$ cat src/hdl/fsgc_defs.svh
// Register offsets, field positions and reset values of the sync generator
`ifndef FSGC_DEFS_SVH
`define FSGC_DEFS_SVH
// ------------------------------------------------------------------
// Register byte addresses
// ------------------------------------------------------------------
`define FSGC_ADDR_CTRL 8'h18
`define FSGC_ADDR_HIGH_HI 8'h19
`define FSGC_ADDR_HIGH_LO 8'h1a
`define FSGC_ADDR_LOW_HI 8'h1b
`define FSGC_ADDR_LOW_LO 8'h1c
`define FSGC_ADDR_STATUS 8'h20
// ------------------------------------------------------------------
// Control field positions
// ------------------------------------------------------------------
`define FSGC_BIT_ENABLE 0
`define FSGC_BIT_STYLE 1
`define FSGC_BIT_INIT 2
`define FSGC_BIT_ONESHOT 3
`define FSGC_MODE_MSB 7
`define FSGC_MODE_LSB 4
// ------------------------------------------------------------------
// Reset values
// ------------------------------------------------------------------
`define FSGC_RST_CTRL 8'h00
`define FSGC_RST_TIME 8'h00
`endif

$ cat src/hdl/fsgc_pkg.sv
// Types shared by the sync generator
package fsgc_pkg;
    // Generator phase states, Gray coded along idle->high/low path
    typedef enum logic [1:0]
    {
        FSGC_IDLE = 2'b00,
        FSGC_HIGH = 2'b01,
        FSGC_LOW = 2'b11
    } fsgc_state_t;
    // APB request bundle
    typedef struct packed
    {
        logic sel;
        logic enable;
        logic write;
        logic [7:0] addr;
        logic [31:0] wdata;
    } fsgc_apb_req_t;
    // Decoded source selection
    typedef struct packed
    {
        logic external;
        logic use_ref;
        logic [2:0] index;
    } fsgc_src_t;
endpackage : fsgc_pkg

$ cat src/hdl/fsgc_top.sv
// Camera sync pulse generator with APB control registers
//
// The APB register port was chosen for this implementation.
`timescale 1ns/1ns
`include "fsgc_defs.svh"

// Overview of operation
// Modes 0000-0011 time from port frame clock
// Mode 01xx times from 25MHz reference
// Modes 1xxx pass external pin 0-7
// Writing one-shot bit emits one pulse
// One-shot bit self-clears, reads zero
// Software waits pulse length before next shot
// Software keeps enable low during one-shots
// Initial-level bit sets output start level
// Style zero: separate 16-bit high/low lengths
// Style one: 24-bit length for both phases
// Phase lasts programmed value plus one
// Lengths split into upper and lower bytes
// Periodic waveform only while enable set
// New source and style taken at phase start; lengths act at once
module fsgc_top
    import fsgc_pkg::*;
#(
    parameter int PORTS = 4,
    parameter int PINS = 8
)
(
    input wire logic pclk,
    input wire logic presetn,
    input wire logic psel,
    input wire logic penable,
    input wire logic pwrite,
    input wire logic [7:0] paddr,
    input wire logic [31:0] pwdata,
    output logic [31:0] prdata,
    output logic pready,
    output logic pslverr,
    input wire logic [PORTS-1:0] port_frame_tick,
    input wire logic ref_tick,
    input wire logic [PINS-1:0] ext_sync_pin,
    output logic camera_sync_pulse
);

    // ------------------------------------------------------------------
    // Register bus
    // ------------------------------------------------------------------
    fsgc_apb_req_t req; // Bundled bus request
    logic [7:0] ctrl_q; // Control word, one-shot bit always held zero
    logic [7:0] high_hi_q; // High length upper byte
    logic [7:0] high_lo_q; // High length lower byte
    logic [7:0] low_hi_q; // Low length upper byte
    logic [7:0] low_lo_q; // Low length lower byte
    logic wr_stb; // Write taken this edge
    logic oneshot_d; // One-shot request pulse

    assign req = '{sel: psel, enable: penable, write: pwrite,
                   addr: paddr, wdata: pwdata};
    assign wr_stb = req.sel && req.enable && req.write && pready;

    // Is the address one of ours
    function automatic logic fsgc_mapped(input logic [7:0] a);
        fsgc_mapped = (a == `FSGC_ADDR_CTRL) || (a == `FSGC_ADDR_HIGH_HI)
            || (a == `FSGC_ADDR_HIGH_LO) || (a == `FSGC_ADDR_LOW_HI)
            || (a == `FSGC_ADDR_LOW_LO) || (a == `FSGC_ADDR_STATUS);
    endfunction : fsgc_mapped

    // Slave answers one cycle into the access phase
    always_ff @(posedge pclk or negedge presetn)
    begin
        if (!presetn)
        begin
            pready <= 1'b0;
            pslverr <= 1'b0;
        end
        else
        begin
            // Pulse ready for exactly one access cycle
            pready <= req.sel && req.enable && !pready;
            pslverr <= req.sel && req.enable && !pready
                && !fsgc_mapped(req.addr);
        end
    end

    // Control register writes
    always_ff @(posedge pclk or negedge presetn)
    begin
        if (!presetn)
            ctrl_q <= `FSGC_RST_CTRL;
        else if (wr_stb && req.addr == `FSGC_ADDR_CTRL)
        begin
            ctrl_q <= req.wdata[7:0];
            // bit never stored
            ctrl_q[`FSGC_BIT_ONESHOT] <= 1'b0;
        end
    end

    // byte halves of lengths
    always_ff @(posedge pclk or negedge presetn)
    begin
        if (!presetn)
        begin
            high_hi_q <= `FSGC_RST_TIME;
            high_lo_q <= `FSGC_RST_TIME;
            low_hi_q <= `FSGC_RST_TIME;
            low_lo_q <= `FSGC_RST_TIME;
        end
        else if (wr_stb)
        begin
            if (req.addr == `FSGC_ADDR_HIGH_HI)
                high_hi_q <= req.wdata[7:0];
            if (req.addr == `FSGC_ADDR_HIGH_LO)
                high_lo_q <= req.wdata[7:0];
            if (req.addr == `FSGC_ADDR_LOW_HI)
                low_hi_q <= req.wdata[7:0];
            if (req.addr == `FSGC_ADDR_LOW_LO)
                low_lo_q <= req.wdata[7:0];
        end
    end

    // writing one requests a shot, zero ignored
    assign oneshot_d = wr_stb && req.addr == `FSGC_ADDR_CTRL
        && req.wdata[`FSGC_BIT_ONESHOT];

    // ------------------------------------------------------------------
    // Source decode
    // ------------------------------------------------------------------
    fsgc_src_t src_act_q; // Source latched at phase start
    logic style_act_q; // Period style latched at phase start
    fsgc_src_t src_new; // Source as now programmed
    logic [7:0] ctrl_now; // Control as it stands after this edge's write
    logic tick; // Timing tick from the active source

    // Mode field to source selection
    function automatic fsgc_src_t fsgc_decode(input logic [3:0] m);
        fsgc_src_t s;
        s.external = m[3];
        s.use_ref = !m[3] && m[2];
        s.index = m[2:0];
        fsgc_decode = s;
    endfunction : fsgc_decode

    // A shot written with a new mode must run on that mode, not the old one
    assign ctrl_now = (wr_stb && req.addr == `FSGC_ADDR_CTRL)
        ? req.wdata[7:0] : ctrl_q;
    assign src_new = fsgc_decode(ctrl_now[`FSGC_MODE_MSB:`FSGC_MODE_LSB]);

    // Select tick for internal timing
    always_comb
    begin
        // reference clock ignores low mode bits
        if (src_act_q.use_ref)
            tick = ref_tick;
        // back-channel frame clock of chosen port
        else if (!src_act_q.external)
            tick = port_frame_tick[src_act_q.index[1:0]];
        else
            tick = 1'b0;
    end

    // ------------------------------------------------------------------
    // Phase generator
    // ------------------------------------------------------------------
    fsgc_state_t state_q; // Generator phase
    logic [23:0] count_q; // Ticks counted so far in current phase
    logic level_d; // Next output level
    logic shot_q; // A one-shot is running
    logic [23:0] len_high; // High phase length minus one
    logic [23:0] len_low; // Low phase length minus one
    logic run; // Generator should be running

    // phase lengths per style
    always_comb
    begin
        if (style_act_q)
        begin
            len_high = {high_lo_q, low_hi_q, low_lo_q};
            len_low = {high_lo_q, low_hi_q, low_lo_q};
        end
        else
        begin
            len_high = {8'h00, high_hi_q, high_lo_q};
            len_low = {8'h00, low_hi_q, low_lo_q};
        end
    end

    // periodic output only when enabled
    assign run = ctrl_q[`FSGC_BIT_ENABLE];

    // Phase sequencer; one-shot makes a single high phase.
    // A shot during periodic running is ignored since the
    // two would fight over the same counter.
    always_ff @(posedge pclk or negedge presetn)
    begin
        if (!presetn)
        begin
            state_q <= FSGC_IDLE;
            count_q <= 24'h000000;
            shot_q <= 1'b0;
            src_act_q <= '0;
            style_act_q <= 1'b0;
        end
        else
        begin
            unique case (state_q)
                FSGC_IDLE:
                begin
                    // settings follow freely while idle
                    src_act_q <= src_new;
                    style_act_q <= ctrl_now[`FSGC_BIT_STYLE];
                    count_q <= 24'h000000;
                    if (!src_new.external && (run || oneshot_d))
                    begin
                        state_q <= FSGC_HIGH;
                        shot_q <= !run;
                    end
                end
                FSGC_HIGH:
                begin
                    // value plus one ticks per phase
                    if (tick)
                    begin
                        if (count_q >= len_high)
                        begin
                            count_q <= 24'h000000;
                            // reload settings at phase start
                            src_act_q <= src_new;
                            style_act_q <= ctrl_now[`FSGC_BIT_STYLE];
                            // one-shot ends after high phase
                            if (shot_q || !run || src_new.external)
                            begin
                                state_q <= FSGC_IDLE;
                                shot_q <= 1'b0;
                            end
                            else
                                state_q <= FSGC_LOW;
                        end
                        else
                            count_q <= count_q + 24'h000001;
                    end
                end
                FSGC_LOW:
                begin
                    if (tick)
                    begin
                        if (count_q >= len_low)
                        begin
                            count_q <= 24'h000000;
                            src_act_q <= src_new;
                            style_act_q <= ctrl_now[`FSGC_BIT_STYLE];
                            // stop at a phase boundary only
                            if (!run || src_new.external)
                                state_q <= FSGC_IDLE;
                            else
                                state_q <= FSGC_HIGH;
                        end
                        else
                            count_q <= count_q + 24'h000001;
                    end
                end
                default:
                    state_q <= FSGC_IDLE;
            endcase
        end
    end

    // ------------------------------------------------------------------
    // Output level
    // ------------------------------------------------------------------
    // Pulse is the inverse of the initial level while high phase runs
    always_comb
    begin
        if (src_act_q.external && state_q == FSGC_IDLE)
            // pass the chosen external pin
            level_d = ext_sync_pin[src_act_q.index];
        else if (state_q == FSGC_HIGH)
            // active phase inverts starting level
            level_d = !ctrl_q[`FSGC_BIT_INIT];
        else if (state_q == FSGC_LOW)
            level_d = ctrl_q[`FSGC_BIT_INIT];
        else
            // idle rests at starting level
            level_d = ctrl_q[`FSGC_BIT_INIT];
    end

    // Register the output so it comes from a flip-flop
    always_ff @(posedge pclk or negedge presetn)
    begin
        if (!presetn)
            camera_sync_pulse <= 1'b0;
        else
            camera_sync_pulse <= level_d;
    end

    // ------------------------------------------------------------------
    // Read data
    // ------------------------------------------------------------------
    // Registered read mux, valid with pready
    always_ff @(posedge pclk or negedge presetn)
    begin
        if (!presetn)
            prdata <= 32'h00000000;
        else if (req.sel && req.enable && !pready && !req.write)
        begin
            unique case (req.addr)
                // one-shot bit reads as zero
                `FSGC_ADDR_CTRL: prdata <= {24'h000000, ctrl_q};
                `FSGC_ADDR_HIGH_HI: prdata <= {24'h000000, high_hi_q};
                `FSGC_ADDR_HIGH_LO: prdata <= {24'h000000, high_lo_q};
                `FSGC_ADDR_LOW_HI: prdata <= {24'h000000, low_hi_q};
                `FSGC_ADDR_LOW_LO: prdata <= {24'h000000, low_lo_q};
                // Status: state, running shot, output level
                `FSGC_ADDR_STATUS: prdata <= {28'h0000000, state_q,
                    shot_q, camera_sync_pulse};
                default: prdata <= 32'h00000000;
            endcase
        end
        else
            prdata <= 32'h00000000;
    end

endmodule : fsgc_top

$ cat config.mk
export PLATFORM = sky130hd
export DESIGN_NAME = fsgc_top
export DESIGN_NICKNAME = d
export VERILOG_FILES = /design/src/hdl/fsgc_pkg.sv /design/src/hdl/fsgc_top.sv
export VERILOG_INCLUDE_DIRS = /design/src /design/src/hdl
export SDC_FILE = /design/constraint.sdc
export NUM_CORES = 1
export LEC_CHECK = 0
export BUFFER_PORTS_ARGS = -buffer_cell sky130_fd_sc_hd__buf_2
export CAP_MARGIN = 10
export CORE_MARGIN = 4
export CORE_UTILIZATION = 50
export CTS_BUF_LIST = sky130_fd_sc_hd__clkbuf_4
export CTS_CLUSTER_DIAMETER = 120
export DETAILED_ROUTE_END_ITERATION = 8
export PLACE_DENSITY_LB_ADDON = 0.08
export SETUP_SLACK_MARGIN = 0.02
export SLEW_MARGIN = 10
export SYNTH_ARGS = -nofsm -noshare
export SYNTH_HDL_FRONTEND = slang
export SYNTH_SLANG_ARGS = --single-unit
$ cat constraint.sdc
create_clock -name pclk -period 4.2 [get_ports pclk]
set_input_delay 0.84 -clock pclk [delete_from_list [all_inputs] [get_ports pclk]]
set_output_delay 0.84 -clock pclk [all_outputs]
set_load 0.01 [all_outputs]
# Word level (Yosys, flattened, before mapping)
# Index checks and enable logic that the tools add are counted.
totals:
  reg_bits: 107
  latch_bits: 0
  ram_bits: 0
  mem_bits_ro: 0
  input_bits: 58
  wordCells: 113
  memories: 0
classes:
  n_addsub: 1
  multipliers: 0
  n_div: 0
  order_cmp: 4
  n_eq_ne: 14
  shifts: 0
  n_mux: 41
  n_bitwise: 0
  n_reduce_logical: 37
ops:
  columns: ["operator", "n"]
  rows:
  - ["24-bit two-way mux", 6]
  - ["24-bit case mux with 3 select lines", 1]
  - ["24-bit greater-or-equal comparator", 2]
  - ["8-bit case mux with 6 select lines", 1]
  - ["8-bit by 5-bit equality test with 1-bit output, second input constant", 5]
  - ["32-bit two-way mux", 1]
  - ["24-bit by 1-bit adder with 24-bit output, second input constant", 1]
  - ["5-bit two-way mux", 4]
  - ["1-bit two-way mux", 15]
  - ["5-bit case mux with 3 select lines", 1]
  - ["5-bit AND reduction", 3]
  - ["2-bit two-way mux", 6]
  - ["2-bit inequality test, second input constant", 6]
  - ["1-bit logical AND", 11]
  - ["1-bit logical OR", 9]
  - ["8-bit by 6-bit equality test with 1-bit output, second input constant", 1]
  - ["8-bit two-way mux", 1]
  - ["2-bit AND reduction", 4]
  - ["1-bit logical NOT", 6]
  - ["2-bit case mux with 3 select lines", 1]
  - ["3-bit by 4-bit < comparator with 1-bit output, second input constant", 1]
  - ["1-bit binary-select mux with 3-bit select", 1]
  - ["2-bit by 3-bit < comparator with 1-bit output, second input constant", 1]
  - ["1-bit case mux with 3 select lines", 1]
  - ["8 further kinds", 8]

# Logic depth before layout (Yosys ltp)
depth:
  word_depth: 10
  depth_mapped: 13
  depth_no_buf: 9

# Worst setup path before layout
# OpenSTA, ideal clock, no wires.
synth_path:
  path_kind: "register -> register"
  start: "register style_act_q"
  end: "register shot_q"
  arrival_ns: 2.848
  required_time_ns: 4.075
  path_slack_ns: 1.227
  path_stages_with_launch: 12
  n_path_buf: 2
  synth_period_minus_slack_ns: 2.973
  path_cell_list: "dfrtp_1 clkbuf_1 clkbuf_1 mux2i_1 ha_1 a21o_1 nand3_1 a311o_1 a31oi_1 nor2_2 nor4_1 mux2_2"
synth_via:
  elab_chain_cells: 4
synth_rtl:
  columns: ["item", "line", "source"]
  rows:
  - ["start, declared", "fsgc_top.sv:129", "logic style_act_q;"]
  - ["start signal, assigned", "fsgc_top.sv:210", "style_act_q <= ctrl_now[`FSGC_BIT_STYLE];"]
  - ["start signal, assigned", "fsgc_top.sv:228", "style_act_q <= ctrl_now[`FSGC_BIT_STYLE];"]
  - ["start signal, assigned", "fsgc_top.sv:250", "style_act_q <= ctrl_now[`FSGC_BIT_STYLE];"]
  - ["24-bit two-way mux", "fsgc_top.sv:175", "if (style_act_q)"]
  - ["24-bit greater-or-equal comparator", "fsgc_top.sv:223", "if (count_q >= len_high)"]
  - ["2-bit inequality test (no line)", null, null]
  - ["5-bit AND reduction (no line)", null, null]
  - ["end signal, assigned", "fsgc_top.sv:215", "shot_q <= !run;"]
  - ["end, declared", "fsgc_top.sv:167", "logic shot_q;"]
# No other way between the ends.
# A chain may end at the register's enable or synchronous reset.

# Worst setup path after layout
# Same ends and word-level chain as after synthesis.

==> metrics.json <==
{
  "timing": {
    "setup_violations": 0,
    "crit_share_post_route_pct": 78.7,
    "finalWorstPathRequiredPeriod_ns": 3.31,
    "timing_worst_slew_pin_value_ns": 0.906,
    "final.setup.worst_slack_ns": 0.895,
    "hold_ws_ns": 0.497,
    "timing.slew.headroom_pct": 39.6,
    "rsz0062_at_grt": "false",
    "timing_hold_violations_final": 0,
    "achievable-frequency_ghz": 0.303,
    "final-max-slew-violation-count": 0,
    "fin_tns_setup_ns": 0,
    "fin_worst_skew_ns": 0.0318
  },
  "logic_synthesis": {
    "syn_inst": 511,
    "synth_seq_cells": 83,
    "postSynth.asyncResetShare_pct": 100,
    "portion_of_the_post_synthesis_area_used_by_sequential_elements_pct": 38.5,
    "post_synth_num_cell_types": 63,
    "synth-edff-count": 0,
    "synthesis_warnings": 0,
    "syn_area_per_cell_um2": 10.6,
    "synth_ff_type": "sky130_fd_sc_hd__dfrtp_1",
    "synthesis.area_um2": 5400
  },
  "floorplan": {
    "core_area_um2": 10400,
    "floorplan.io_pins": 93,
    "die_area_um2": 12500,
    "die_height_um": 112,
    "chipWidth_um": 112,
    "initial_utilization_pct": 51.8,
    "rows": 37
  },
  "clocking": {
    "clock_latency_ns": 0.45,
    "clock_path_buffers": 2,
    "clock_tree.root_cell": "sky130_fd_sc_hd__clkbuf_4",
    "cts.sinks": 83,
    "clock_tree.htree_level_count": 3,
    "cts_tree": "yes",
    "cts.hold.buffers_added": 0,
    "cts.clk_slew.worst_paths_ns": 0.15,
    "cts_inserted_buffers": 9,
    "post-cts-setup-buffers": 0,
    "post_cts_resize_count": 0
  },
  "setup_path": {
    "worst_ep_arrival_time_ns": 3.62,
    "worst_setup_path_end_kind": "flip-flop",
    "crit_path_start_kind": "flip-flop",
    "path_max_fanout": 17,
    "worst_ep_required_time_ns": 4.51,
    "cp-startpoint": "style_act_q$_DFFE_PN0P_",
    "crit_path_end": "shot_q$_DFFE_PN0P_",
    "worstSetupPathType": "reg2reg",
    "r2r_start": "style_act_q$_DFFE_PN0P_",
    "worstRegToRegCells": 10,
    "worst_r2r_endpoint": "shot_q$_DFFE_PN0P_",
    "r2r_setup_slack_ns": 0.89
  },
  "job": {
    "cap_viol_max_count": 0
  },
  "cells_and_area": {
    "final_cell_mix": "sky130_fd_sc_hd__dfrtp_1 (83), sky130_fd_sc_hd__mux2_2 (58), sky130_fd_sc_hd__buf_2 (43)",
    "final_common_cell": "sky130_fd_sc_hd__dfrtp_1",
    "seqCellArea_um2": 2080,
    "num_antenna_cells": 0,
    "area_growth_syn_to_layout_pct": 8.11,
    "drive_gt1_share_pct": 24.0,
    "final.fill_count": 937,
    "instances_no_fill": 698,
    "multi_input_comb_area_um2": 3080,
    "fin_nets": 657
  },
  "route": {
    "avgRoutedWirePerCell_um": 18.7,
    "antenna_left": 0,
    "average_vias_per_placed_instance": 6.02,
    "drt_iter0_drc": 320,
    "drtPass1Iterations": 5,
    "dr_total_vias": 4199,
    "drt_wl_total_um": 13000,
    "drc_errors": 0
  },
  "place": {
    "hpwlAfterDp_um": 9840,
    "detailedPlace.worstSlack_ns": 0.859,
    "place.port_buffers": 44,
    "place.gp.congestion": 0.823,
    "placed_cells": 683
  },
  "global_routing": {
    "grt_use_total_pct": 21.3,
    "first_global_vias": 4039,
    "grt_antenna_before_repair": 0,
    "grt_overflow": 0,
    "grt_pass1_wl_um": 21200,
    "pin_count_of_the_biggest_net_entering_global_routing": 72
  },
  "power": {
    "leakage_uw": 0.00271,
    "power.ir.vdd_worst_v": 0.000205,
    "design_power_total_uw": 1450,
    "p_per_area_nw_per_um2": 249
  },
  "worst_hold_path": {
    "min_path_type": "in2async"
  },
  "status": {
    "outcome": "finished clean"
  }
}
cell type report:
cell class | instances | share of cell area, %
multi-input combinational | 391 | 52.7
sequential | 83 | 35.6
timing repair buffer | 50 | 4.59
tap | 136 | 2.92
clock inverter | 6 | 1.54
inverter | 23 | 1.48
clock buffer | 9 | 1.16
kinds of logic after synthesis:
family / Yosys count / synth area share, %
and+or+nand+nor: 136 / 14.0
AOI/OAI and AO/OA: 106 / 13.9
muxes: 83 / 17.6
DFF: 83 / 38.5
buffers and inverters: 60 / 6.24
adders and majority gates: 41 / 9.50
other: 1 / 0.0695
xor gates and xnor gates: 1 / 0.162
worst max-delay path: stages (launching register included):
cell	delay [ns]
sky130_fd_sc_hd__dfrtp_1	0.80
sky130_fd_sc_hd__buf_4	0.32
sky130_fd_sc_hd__mux2i_1	0.10
sky130_fd_sc_hd__ha_1	0.30
sky130_fd_sc_hd__a21o_1	0.12
sky130_fd_sc_hd__nand3_1	0.10
sky130_fd_sc_hd__a311o_1	0.27
sky130_fd_sc_hd__a31oi_1	0.26
sky130_fd_sc_hd__nor2_2	0.20
sky130_fd_sc_hd__nor4_1	0.35
sky130_fd_sc_hd__mux2_2	0.37
through the flow:
stage / area, um^2 / utilization (%)
finish: 5840 / 56.0
global route: 5840 / 56.0
CTS: 5840 / 56.0
detailed placement: 5680 / 54.5
global placement: 5680 / 54.5
floorplan: 5480 / -
per-layer routing:
| layer | vias up | track usage (%) | share of wire (%) |
|---|---|---|---|
| met2 | 140 | 32.9 | 47 |
| met5 | - | 0 | 0 |
| met4 | 0 | 6.81 | 1.7 |
| met1 | 2065 | 30.8 | 46 |
| met3 | 17 | 3.15 | 5.4 |
| li1 | 1977 | - | - |
state kept, by name (all words and copies together) (netlist names):
name	count
style_act_q	1
prdata	8
state_q	2
ctrl_q	7
low_lo_q	8
high_lo_q	8
high_hi_q	8
low_hi_q	8
count_q	24
src_act_q	5
pready	1
shot_q	1
camera_sync_pulse	1
pslverr	1
Yosys cell counts, types with 4 or more instances:
master                      n  area [um^2]
sky130_fd_sc_hd__dfrtp_1   83         2080
sky130_fd_sc_hd__clkbuf_1   6         22.5
sky130_fd_sc_hd__mux2_2    58          653
sky130_fd_sc_hd__mux2i_1   22          220
sky130_fd_sc_hd__inv_1     23         86.3
sky130_fd_sc_hd__nor4_1     4         25.0
sky130_fd_sc_hd__nand2_1   31          116
sky130_fd_sc_hd__nor3_1     4         20.0
sky130_fd_sc_hd__o21ai_0   13         65.1
sky130_fd_sc_hd__nand2b_1   7         43.8
sky130_fd_sc_hd__a21oi_1   23          115
sky130_fd_sc_hd__o21bai_1   4         30.0
sky130_fd_sc_hd__nor2_1    31          116
sky130_fd_sc_hd__nand4_1   10         62.6
sky130_fd_sc_hd__a41oi_1    6         52.6
sky130_fd_sc_hd__nand3_1   15         75.1
sky130_fd_sc_hd__a31oi_1   21          131
sky130_fd_sc_hd__ha_1      41          513
sky130_fd_sc_hd__a222oi_1   4         40.0
sky130_fd_sc_hd__buf_4     27          203
sky130_fd_sc_hd__a22o_1     6         52.6
sky130_fd_sc_hd__a211oi_1   4         30.0
sky130_fd_sc_hd__and3_1     8         50.1
where the power goes:
part	leakage, uW	switching [uW]	internal [uW]
Combinational	0.00147	69.2	36.6
Sequential	0.00116	11.0	808
Clock	0.0000824	288	240
Total	0.00271	369	1090
worst min-delay path by stage:
stage / from / end / slack [ns]
final: presetn / count_q[17]$_DFFE_PN0P_ / 0.50
after global routing: presetn / count_q[19]$_DFFE_PN0P_ / 0.55
after CTS: presetn / count_q[15]$_DFFE_PN0P_ / 0.50
after detailed placement: pready$_DFF_PN0_ / pslverr$_DFF_PN0_ / 0.49
after global placement: pready$_DFF_PN0_ / pready$_DFF_PN0_ / 0.48
after floorplan: count_q[22]$_DFFE_PN0P_ / count_q[22]$_DFFE_PN0P_ / 0.48
Power figures use the tool's default switching activity.
